`src/vsc_pkg_unused_guard.sv`:
```
`default_nettype none
`default_nettype wire

```
`src/vsc_pkg.sv`:
```
`default_nettype none

package vsc_pkg;

   // ---------------------------------------------------------------
   // command header encodings
   // ---------------------------------------------------------------
   localparam logic [2:0] CMD_TYPE      = 3'h3;
   localparam logic [1:0] CMD_SUBTYPE   = 2'h3;
   localparam logic [2:0] OPC_PIPE      = 3'h0;
   localparam logic [2:0] OPC_NONPIPE   = 3'h1;
   localparam logic [7:0] SUB_VS_STATE  = 8'h10;
   localparam logic [7:0] SUB_PC_PTR    = 8'h15;
   localparam logic [7:0] SUB_PC_ALLOC  = 8'h12;

   // ---------------------------------------------------------------
   // dword positions within the commands
   // ---------------------------------------------------------------
   localparam logic [8:0] VS_DW_SCRATCH = 9'h3;
   localparam logic [8:0] VS_DW_URB     = 9'h4;
   localparam logic [8:0] VS_DW_CTRL    = 9'h5;
   localparam logic [8:0] PC_DW_LEN10   = 9'h1;
   localparam logic [8:0] PC_DW_LEN32   = 9'h2;
   localparam logic [8:0] PC_DW_PTR0    = 9'h3;
   localparam logic [8:0] PC_DW_PTR1    = 9'h4;
   localparam logic [8:0] PC_DW_PTR2    = 9'h5;
   localparam logic [8:0] PC_DW_PTR3    = 9'h6;

   // ---------------------------------------------------------------
   // scratch and thread figures
   // ---------------------------------------------------------------
   localparam logic [3:0]  SCRATCH_MAX_CODE  = 4'hb;
   localparam logic [21:0] SCRATCH_MIN_BYTES = 22'h000400;
   localparam logic [7:0]  THREAD_ONE        = 8'h01;

   // ---------------------------------------------------------------
   // register offsets and reset values
   // ---------------------------------------------------------------
   localparam logic [3:0]  REG_MODE     = 4'h0;
   localparam logic [3:0]  REG_DYN_BASE = 4'h4;
   localparam logic [3:0]  REG_INVOC    = 4'h8;
   localparam logic [3:0]  REG_STATUS   = 4'hc;
   localparam logic [31:0] RST_WORD     = 32'h00000000;

   typedef enum logic [1:0] {
      ST_HEAD = 2'b01,
      ST_BODY = 2'b10
   } vsc_state_t;

   typedef enum logic [3:0] {
      K_VS    = 4'b0001,
      K_PTR   = 4'b0010,
      K_ALLOC = 4'b0100,
      K_SKIP  = 4'b1000
   } vsc_kind_t;

endpackage

`default_nettype wire

```
`src/vsc_thread_limit.sv`:
```
`default_nettype none

module vsc_thread_limit #(
   parameter int W = 8
) (
   // clock and reset
   input  wire logic         mclk_in,
   input  wire logic         reset_n_in,
   // thread events
   input  wire logic         dispatch_in,
   input  wire logic         done_in,
   input  wire logic         gate_in,
   input  wire logic [W-1:0] limit_in,
   // state
   output logic      [W-1:0] count_out,
   output logic              ready_out
);

   logic [W-1:0] count_nxt;

   always_comb begin
      count_nxt = count_out;
      if (dispatch_in && !(done_in && count_out != '0)) begin
         count_nxt = count_out + {{(W-1){1'b0}}, 1'b1};
      end else if (!dispatch_in && done_in && count_out != '0) begin
         count_nxt = count_out - {{(W-1){1'b0}}, 1'b1};
      end
   end

   always_ff @(posedge mclk_in or negedge reset_n_in) begin
      if (!reset_n_in) begin
         count_out <= '0;
         ready_out <= 1'b0;
      end else begin
         count_out <= count_nxt;
         ready_out <= !gate_in || (count_nxt < limit_in);
      end
   end

endmodule

`default_nettype wire

```
`src/vsc_state_cmds.sv`:
```
`default_nettype none

module vsc_state_cmds #(
   parameter int CNT_W = 32
) (
   // clock and reset
   input  wire logic                  mclk_in,
   input  wire logic                  reset_n_in,
   // command dword stream
   input  wire logic                  cmd_valid_in,
   input  wire logic [31:0]           cmd_dword_in,
   output logic                       cmd_done_out,
   output logic                       alloc_cmd_out,
   // draw sequencing
   input  wire logic                  draw_start_in,
   input  wire logic                  instance_start_in,
   // incoming vertices
   input  wire logic                  vertex_valid_in,
   input  wire logic                  vertex_hit_in,
   output logic                       vertex_ready_out,
   output logic                       dispatch_out,
   output logic                       reuse_out,
   output logic                       entry_write_out,
   output logic                       pass_out,
   output logic                       cache_invalidate_out,
   // thread return
   input  wire logic                  thread_done_in,
   // shading configuration
   output logic                       func_en_out,
   output logic                       cache_dis_out,
   output logic                       stats_en_out,
   output logic [3:0]                 scratch_code_out,
   output logic [21:0]                scratch_bytes_out,
   output logic [4:0]                 payload_start_out,
   output logic [5:0]                 read_len_out,
   output logic [5:0]                 read_offset_out,
   output logic [7:0]                 thread_limit_out,
   // push constants
   output logic [3:0][15:0]           cb_len_out,
   output logic [3:0]                 cb_en_out,
   output logic [3:0][26:0]           cb_ptr_out,
   output logic [4:0]                 cb_moc_out,
   // register port
   input  wire logic [3:0]            reg_addr_in,
   input  wire logic [31:0]           reg_wdata_in,
   input  wire logic                  reg_wr_in,
   input  wire logic                  reg_rd_in,
   output logic [31:0]                reg_rdata_out
);

   import vsc_pkg::*;

   // ---------------------------------------------------------------
   // parser state
   // ---------------------------------------------------------------
   vsc_state_t      state_r;
   vsc_kind_t       kind_r;
   vsc_kind_t       kind_nxt;
   logic [7:0]      len_r;
   logic [8:0]      idx_r;
   logic            body_w;
   logic            last_w;
   logic [31:0]     sh_scr_r;
   logic [31:0]     sh_urb_r;
   logic            vs_apply_w;
   logic            base_dis_r;
   logic [26:0]     dyn_base_r;
   logic [CNT_W-1:0] invoc_r;
   logic [7:0]      active_w;
   logic            accept_w;
   logic            need_shade_w;
   logic [3:0]      scr_code_w;

   assign body_w = (state_r == ST_BODY) && cmd_valid_in;
   assign last_w = body_w && (idx_r == ({1'b0, len_r} + 9'h001));
   assign vs_apply_w = body_w && (kind_r == K_VS) &&
                       (idx_r == VS_DW_CTRL);

   // ---------------------------------------------------------------
   // header decode
   // ---------------------------------------------------------------
   always_comb begin
      kind_nxt = K_SKIP;
      if (cmd_dword_in[31:29] == CMD_TYPE &&
          cmd_dword_in[28:27] == CMD_SUBTYPE) begin
         if (cmd_dword_in[26:24] == OPC_PIPE &&
             cmd_dword_in[23:16] == SUB_VS_STATE) begin
            kind_nxt = K_VS;
         end
         if (cmd_dword_in[26:24] == OPC_PIPE &&
             cmd_dword_in[23:16] == SUB_PC_PTR) begin
            kind_nxt = K_PTR;
         end
         if (cmd_dword_in[26:24] == OPC_NONPIPE &&
             cmd_dword_in[23:16] == SUB_PC_ALLOC) begin
            kind_nxt = K_ALLOC;
         end
      end
   end

   // ---------------------------------------------------------------
   // dword sequencing
   // ---------------------------------------------------------------
   always_ff @(posedge mclk_in or negedge reset_n_in) begin
      if (!reset_n_in) begin
         state_r <= ST_HEAD;
         kind_r  <= K_SKIP;
         len_r   <= 8'h00;
         idx_r   <= 9'h000;
      end else begin
         case (state_r)
            ST_HEAD: begin
               if (cmd_valid_in) begin
                  kind_r  <= kind_nxt;
                  // length from header, zero means one dword after the header
                  len_r   <= cmd_dword_in[7:0];
                  idx_r   <= 9'h001;
                  state_r <= ST_BODY;
               end
            end
            ST_BODY: begin
               if (cmd_valid_in) begin
                  idx_r <= idx_r + 9'h001;
                  if (last_w) begin
                     state_r <= ST_HEAD;
                  end
               end
            end
            default: begin
               state_r <= ST_HEAD;
            end
         endcase
      end
   end

   always_ff @(posedge mclk_in or negedge reset_n_in) begin
      if (!reset_n_in) begin
         cmd_done_out  <= 1'b0;
         alloc_cmd_out <= 1'b0;
      end else begin
         cmd_done_out  <= last_w && (kind_r != K_SKIP);
         alloc_cmd_out <= last_w && (kind_r == K_ALLOC);
      end
   end

   // ---------------------------------------------------------------
   // vertex stage state
   // ---------------------------------------------------------------
   // codes above the largest clamp to 2MB
   assign scr_code_w = (sh_scr_r[3:0] > SCRATCH_MAX_CODE) ?
                       SCRATCH_MAX_CODE : sh_scr_r[3:0];

   always_ff @(posedge mclk_in or negedge reset_n_in) begin
      if (!reset_n_in) begin
         sh_scr_r <= RST_WORD;
         sh_urb_r <= RST_WORD;
      end else if (body_w && kind_r == K_VS) begin
         // reserved bits are carried but never read
         if (idx_r == VS_DW_SCRATCH) begin
            sh_scr_r <= cmd_dword_in;
         end
         if (idx_r == VS_DW_URB) begin
            sh_urb_r <= cmd_dword_in;
         end
      end
   end

   always_ff @(posedge mclk_in or negedge reset_n_in) begin
      if (!reset_n_in) begin
         func_en_out       <= 1'b0;
         cache_dis_out     <= 1'b0;
         stats_en_out      <= 1'b0;
         scratch_code_out  <= 4'h0;
         scratch_bytes_out <= SCRATCH_MIN_BYTES;
         payload_start_out <= 5'h00;
         read_len_out      <= 6'h00;
         read_offset_out   <= 6'h00;
         thread_limit_out  <= THREAD_ONE;
      end else if (vs_apply_w) begin
         func_en_out   <= cmd_dword_in[0];
         cache_dis_out <= cmd_dword_in[1];
         // statistics enable, used in every mode
         stats_en_out  <= cmd_dword_in[10];
         // shading fields only taken while enabled
         if (cmd_dword_in[0]) begin
            // code handed on to the kernel payload
            scratch_code_out  <= scr_code_w;
            scratch_bytes_out <= SCRATCH_MIN_BYTES << scr_code_w;
            payload_start_out <= sh_urb_r[24:20];
            read_len_out      <= sh_urb_r[16:11];
            read_offset_out   <= sh_urb_r[9:4];
            thread_limit_out  <= {1'b0, cmd_dword_in[31:25]} +
                                 THREAD_ONE;
         end else begin
            scratch_code_out  <= 4'h0;
            scratch_bytes_out <= SCRATCH_MIN_BYTES;
            payload_start_out <= 5'h00;
            read_len_out      <= 6'h00;
            read_offset_out   <= 6'h00;
            thread_limit_out  <= THREAD_ONE;
         end
      end
   end

   // ---------------------------------------------------------------
   // cache invalidation
   // ---------------------------------------------------------------
   always_ff @(posedge mclk_in or negedge reset_n_in) begin
      if (!reset_n_in) begin
         cache_invalidate_out <= 1'b0;
      end else begin
         // disable edge, enable toggle, draw, instance
         cache_invalidate_out <=
            (vs_apply_w && cmd_dword_in[1] && !cache_dis_out) ||
            (vs_apply_w && (cmd_dword_in[0] != func_en_out)) ||
            draw_start_in || instance_start_in;
      end
   end

   // ---------------------------------------------------------------
   // push constant pointers
   // ---------------------------------------------------------------
   always_ff @(posedge mclk_in or negedge reset_n_in) begin
      if (!reset_n_in) begin
         cb_len_out <= '0;
         cb_ptr_out <= '0;
         cb_moc_out <= 5'h00;
      end else if (body_w && kind_r == K_PTR) begin
         case (idx_r)
            PC_DW_LEN10: begin
               cb_len_out[1] <= cmd_dword_in[31:16];
               cb_len_out[0] <= cmd_dword_in[15:0];
            end
            // buffer 3 high half, buffer 2 low half
            PC_DW_LEN32: begin
               cb_len_out[3] <= cmd_dword_in[31:16];
               cb_len_out[2] <= cmd_dword_in[15:0];
            end
            // buffer 0 offset by dynamic base
            PC_DW_PTR0: begin
               cb_ptr_out[0] <= base_dis_r ? cmd_dword_in[31:5] :
                                cmd_dword_in[31:5] + dyn_base_r;
               cb_moc_out    <= cmd_dword_in[4:0];
            end
            PC_DW_PTR1: begin
               cb_ptr_out[1] <= cmd_dword_in[31:5];
            end
            PC_DW_PTR2: begin
               cb_ptr_out[2] <= cmd_dword_in[31:5];
            end
            PC_DW_PTR3: begin
               cb_ptr_out[3] <= cmd_dword_in[31:5];
            end
            default: ;
         endcase
      end
   end

   for (genvar g = 0; g < 4; g++) begin : g_cb_en
      always_ff @(posedge mclk_in or negedge reset_n_in) begin
         if (!reset_n_in) begin
            cb_en_out[g] <= 1'b0;
         end else begin
            cb_en_out[g] <= |cb_len_out[g];
         end
      end
   end

   // ---------------------------------------------------------------
   // vertex routing
   // ---------------------------------------------------------------
   assign accept_w     = vertex_valid_in && vertex_ready_out;
   assign need_shade_w = func_en_out && (cache_dis_out || !vertex_hit_in);

   always_ff @(posedge mclk_in or negedge reset_n_in) begin
      if (!reset_n_in) begin
         dispatch_out    <= 1'b0;
         reuse_out       <= 1'b0;
         entry_write_out <= 1'b0;
         pass_out        <= 1'b0;
      end else begin
         dispatch_out    <= accept_w && need_shade_w;
         reuse_out       <= accept_w && !cache_dis_out && vertex_hit_in;
         // unshaded misses go to the entry buffer
         entry_write_out <= accept_w && !func_en_out &&
                            (cache_dis_out || !vertex_hit_in);
         pass_out        <= accept_w && !func_en_out;
      end
   end

   vsc_thread_limit #(
      .W (8)
   ) vsc_thread_limit_inst (
      .mclk_in     (mclk_in),
      .reset_n_in  (reset_n_in),
      .dispatch_in (accept_w && need_shade_w),
      .done_in     (thread_done_in),
      .gate_in     (func_en_out),
      .limit_in    (thread_limit_out),
      .count_out   (active_w),
      .ready_out   (vertex_ready_out)
   );

   // ---------------------------------------------------------------
   // statistics
   // ---------------------------------------------------------------
   always_ff @(posedge mclk_in or negedge reset_n_in) begin
      if (!reset_n_in) begin
         invoc_r <= '0;
      end else if (accept_w && stats_en_out) begin
         // every vertex counts, shading on or off
         invoc_r <= invoc_r + {{(CNT_W-1){1'b0}}, 1'b1};
      end
   end

   // ---------------------------------------------------------------
   // register port
   // ---------------------------------------------------------------
   always_ff @(posedge mclk_in or negedge reset_n_in) begin
      if (!reset_n_in) begin
         base_dis_r <= 1'b0;
         dyn_base_r <= 27'h0000000;
      end else if (reg_wr_in) begin
         if (reg_addr_in == REG_MODE) begin
            base_dis_r <= reg_wdata_in[0];
         end
         if (reg_addr_in == REG_DYN_BASE) begin
            dyn_base_r <= reg_wdata_in[31:5];
         end
      end
   end

   always_ff @(posedge mclk_in or negedge reset_n_in) begin
      if (!reset_n_in) begin
         reg_rdata_out <= RST_WORD;
      end else if (reg_rd_in) begin
         case (reg_addr_in)
            REG_MODE:     reg_rdata_out <= {31'h0, base_dis_r};
            REG_DYN_BASE: reg_rdata_out <= {dyn_base_r, 5'h00};
            REG_INVOC:    reg_rdata_out <= 32'(invoc_r);
            REG_STATUS:   reg_rdata_out <= {16'h0000, active_w, 5'h00,
                                 stats_en_out, cache_dis_out, func_en_out};
            default:      reg_rdata_out <= RST_WORD;
         endcase
      end else begin
         reg_rdata_out <= RST_WORD;
      end
   end

endmodule

`default_nettype wire

```
`config.mk`:
```
export PLATFORM = sky130hd
export DESIGN_NAME = vsc_state_cmds
export DESIGN_NICKNAME = d
export VERILOG_FILES = /design/src/vsc_pkg_unused_guard.sv /design/src/vsc_pkg.sv /design/src/vsc_thread_limit.sv /design/src/vsc_state_cmds.sv
export SDC_FILE = /design/constraint.sdc
export NUM_CORES = 1
export LEC_CHECK = 0
export BUFFER_PORTS_ARGS = -buffer_cell sky130_fd_sc_hd__buf_2
export CAP_MARGIN = 5
export CORE_MARGIN = 3
export CORE_UTILIZATION = 50
export DETAILED_ROUTE_END_ITERATION = 16
export PLACE_DENSITY = 0.87
export REMOVE_ABC_BUFFERS = 1
export SLEW_MARGIN = 10
export SYNTH_ARGS = -nofsm -noshare
export SYNTH_HDL_FRONTEND = slang
export SYNTH_SLANG_ARGS = --single-unit
```
`constraint.sdc`:
```
create_clock -name mclk_in -period 2.4 [get_ports mclk_in]
set_input_delay 0 -clock mclk_in [delete_from_list [all_inputs] [get_ports mclk_in]]
set_output_delay 0 -clock mclk_in [all_outputs]
set_load 0.05 [all_outputs]
```
==> flow_summary.yaml <==
floorplanning:
  die-area_um2: 37000
  chipWidth_um: 192
  core-area_um2: 33900
  start_util: 0.512
  num_rows: 67
  ioPinCount: 353
  die_h_um: 192
power_and_ir_drop:
  comb_power_share: 0.232
  ir_drop_uv: 638
  p_int_mw: 12.2
  leakagePower_nw: 11.9
  p_seq_frac: 0.404
  total_power_mw: 17.3
  clkPwrFrac: 0.363
  power_switching_mw: 5.14
  power-per-cell-area_nw_per_um2: 761
  switching_share: 0.297
route:
  dr_wl_met2_um: 26600
  drt_first_iter_violations: 847
  via_per_inst: 5.76
  via_count: 14200
  postRouteAntennaNets: 0
  drc: 0
  first_pass_iters: 5
  routed.top_layer: "met4"
  wl_met1_um: 21900
  wl_um: 55600
  met3_length_um: 4720
  wl_per_cell_um: 22.5
synthesis:
  synth.area.mux_share: 0.146
  syn_inst: 1486
  synth_ff_type: "dfrtp_1"
  synth_compound_area_frac: 0.0907
  async_reset_ff_frac: 1.00
  synthAdderAreaFrac: 0.0314
  synth.area.top_cells: "dfrtp_1, mux2_2, mux2_1, nand2_1, ha_1"
  yosys.area_share.simple: 0.116
  ys_ff_latch: 377
  synth_top_family_by_area: "multiplexers"
  synth_edf_count: 0
  synth_top_area_share: 0.538
  synth_cell_types: 76
  synth_warnings: 0
  synthXorXnorAreaFrac: 0.0409
  yosys.area.top_type: "dfrtp_1"
  synth.avg_cell_area_um2: 11.7
  synth_area_um2: 17400
  ys_seq_area_frac: 0.544
clock_network:
  clkSinkCount: 377
  cts_tree: "built"
  clk_latency_ns: 0.55
  cts_root_buffer: "clkbuf_16"
  cts.clk_slew.worst_paths_ns: 0.06
  cts_made_buffers: 41
  h-tree-depth: 2
  cts_max_path_buffers: 3
timing:
  worst_slack_ns: -0.312
  setup_tns_ns: -0.570
  tightest_slew_ns: 0.957
  fin_skew_ns: 0.0112
  setup_viol: 5
  rsz0062_at_grt: "yes"
  max_freq_mhz: 369
  hold_violations: 0
  final.period_utilization: 1.13
  relSlewSlack: 0.360
  finalMaxSlewViolations: 0
  finalCriticalPeriod_ns: 2.71
global_route:
  grt.total_usage: 0.296
  grt_pass1_wl_um: 84300
  grt_start_max_net_pins: 74
  first_global_vias: 14700
  gr-total-overflow: 0
  antenna_found_initial: 1
placement:
  port_buffers: 338
  dp_hpwl_um: 38300
  gp_congestion: 0.921
  dpl_cell_area_um2: 20200
final_layout:
  fin_area_um2: 22800
  layout_common_cells: "dfrtp_1, buf_2, nand2_1"
  utilization: 0.673
  area_delta_synth_final_pct: 31.3
  nNetsFinal: 2116
  layout_commonest_cell: "dfrtp_1"
  drive_gt1_frac: 0.369
setup_path:
  arrival_ns: 3.19
  r2r-start: "vsc_thread_limit_inst.count_out[3]$_DFF_PN0_"
  crit_fanout: 4
  reg2reg_to: "vsc_thread_limit_inst.ready_out$_DFF_PN0_"
  critPathKind: "reg2reg"
  crit_required_ns: 2.87
  startpoint_type: "flop"
  rr_worst_depth: 12
  cp-end-kind: "flop"
  reg2reg_slack_ns: -0.31
job:
  max-cap-violations: 0
status:
  violations: "setup timing"
  status: "finished, violations left"
worst_hold_path:
  holdCritPathClass: "in2async"
-- logic make-up after synthesis --
family                     after synthesis
and+or+nand+nor                        396
other                                    1
DFF                                    377
adders and majority gates               43
muxes                                  227
AOI/OAI and AO/OA                      254
xor gates and xnor gates                81
buffers and inverters                  107
-- registers in the layout, summed over array words and instances, names as in the netlist, 5 cells and up --
| name | cells |
|---|---|
| len_r | 8 |
| cb_moc_out | 5 |
| cb_ptr_out | 108 |
| sh_urb_r | 17 |
| thread_limit_out | 8 |
| cb_len_out | 64 |
| idx_r | 9 |
| read_len_out | 6 |
| payload_start_out | 5 |
| scratch_bytes_out | 12 |
| read_offset_out | 6 |
| invoc_r | 32 |
| reg_rdata_out | 32 |
| vsc_thread_limit_inst.count_out | 8 |
| dyn_base_r | 27 |
-- synth_stat cells (8+ instances only) --
library cell / instances
a21o_1: 15
a21oi_1: 75
a22oi_1: 27
a31oi_1: 9
and3_1: 15
buf_2: 12
buf_4: 13
buf_6: 8
clkbuf_1: 44
dfrtp_1: 373
ha_1: 42
inv_1: 23
mux2_1: 83
mux2_2: 132
mux2i_1: 12
nand2_1: 148
nand3_1: 36
nand4_1: 25
nor2_1: 80
nor2b_1: 8
nor4_1: 23
o21ai_0: 57
o21ai_1: 20
xnor2_1: 51
xor2_1: 30
-- critical path: stages (launching register included) --
cell and delay (ns):
dfrtp_1 0.39, nor2_2 0.12, or4b_4 0.48, o31a_4 0.31, buf_4 0.16, nor2_2 0.10, a31oi_1 0.06, xnor2_1 0.29
ha_1 0.30, a21o_1 0.16, nand2_1 0.06, a31oi_1 0.08, a21oi_1 0.12
-- final cells by class --
| type | count | area [um^2] |
|---|---|---|
| Clock buffer | 60 | 1230 |
| Timing Repair Buffer | 541 | 3580 |
| Antenna cell | 1 | 2.50 |
| Fill cell | 2428 | 11100 |
| Tap cell | 448 | 561 |
| Sequential cell | 377 | 9440 |
| Inverter | 23 | 86.3 |
| Multi-Input combinational cell | 1011 | 7780 |
| Clock inverter | 12 | 101 |
-- routing by layer --
| layer | vias up | track usage |
|---|---|---|
| met5 | - | 0 |
| met4 | 0 | 0.127 |
| met3 | 141 | 0.0752 |
| met2 | 674 | 0.492 |
| met1 | 7142 | 0.367 |
| li1 | 6289 | - |
-- stage by stage --
step,hold WS (ns),cells,setup slack [ns]
final,0.0306,2473,-0.312
after global routing,0.0586,2473,-0.504
after CTS,0.00495,2464,-0.269
after detailed placement,0.0196,2312,-0.276
after global placement,0.0191,2312,-0.229
after floorplan,-0.296,1411,-1.15
-- worst max-delay path by stage --
| stage | start | endpoint | slack, ns | depth (start not counted) |
|---|---|---|---|---|
| floorplan | idx_r[5]$_DFFE_PN0P_ | cache_dis_out$_DFFE_PN0P_ | -1.15 | 4 |
| global placement | vsc_thread_limit_inst.count_out[3]$_DFF_PN0_ | vsc_thread_limit_inst.ready_out$_DFF_PN0_ | -0.23 | 12 |
| detailed placement | vsc_thread_limit_inst.count_out[3]$_DFF_PN0_ | vsc_thread_limit_inst.ready_out$_DFF_PN0_ | -0.28 | 12 |
| CTS | vsc_thread_limit_inst.count_out[4]$_DFF_PN0_ | vsc_thread_limit_inst.ready_out$_DFF_PN0_ | -0.27 | 12 |
| global route | vsc_thread_limit_inst.count_out[0]$_DFF_PN0_ | vsc_thread_limit_inst.ready_out$_DFF_PN0_ | -0.50 | 13 |
| finish | vsc_thread_limit_inst.count_out[3]$_DFF_PN0_ | vsc_thread_limit_inst.ready_out$_DFF_PN0_ | -0.31 | 12 |
-- power by group through the flow --
stage               logic [mW]  clock network [mW]  registers, mW
floorplan                 2.00                   0           7.09
global placement          3.33                   0           7.08
detailed placement        3.40                   0           7.10
CTS                       3.66                6.38           6.99
global route              4.38                6.65           7.04
finish                    4.03                6.30           7.00
-- what timing repair did --
item,4_1_cts,5_1_grt
pin swaps,25,45
setup endpoints to repair,13,27
gates cloned,0,0
endpoints found under the hold margin,558,0
hold buffers,74,0
buffers inserted,7,9
resized for setup,23,54
(Power assumes the default switching activity.)
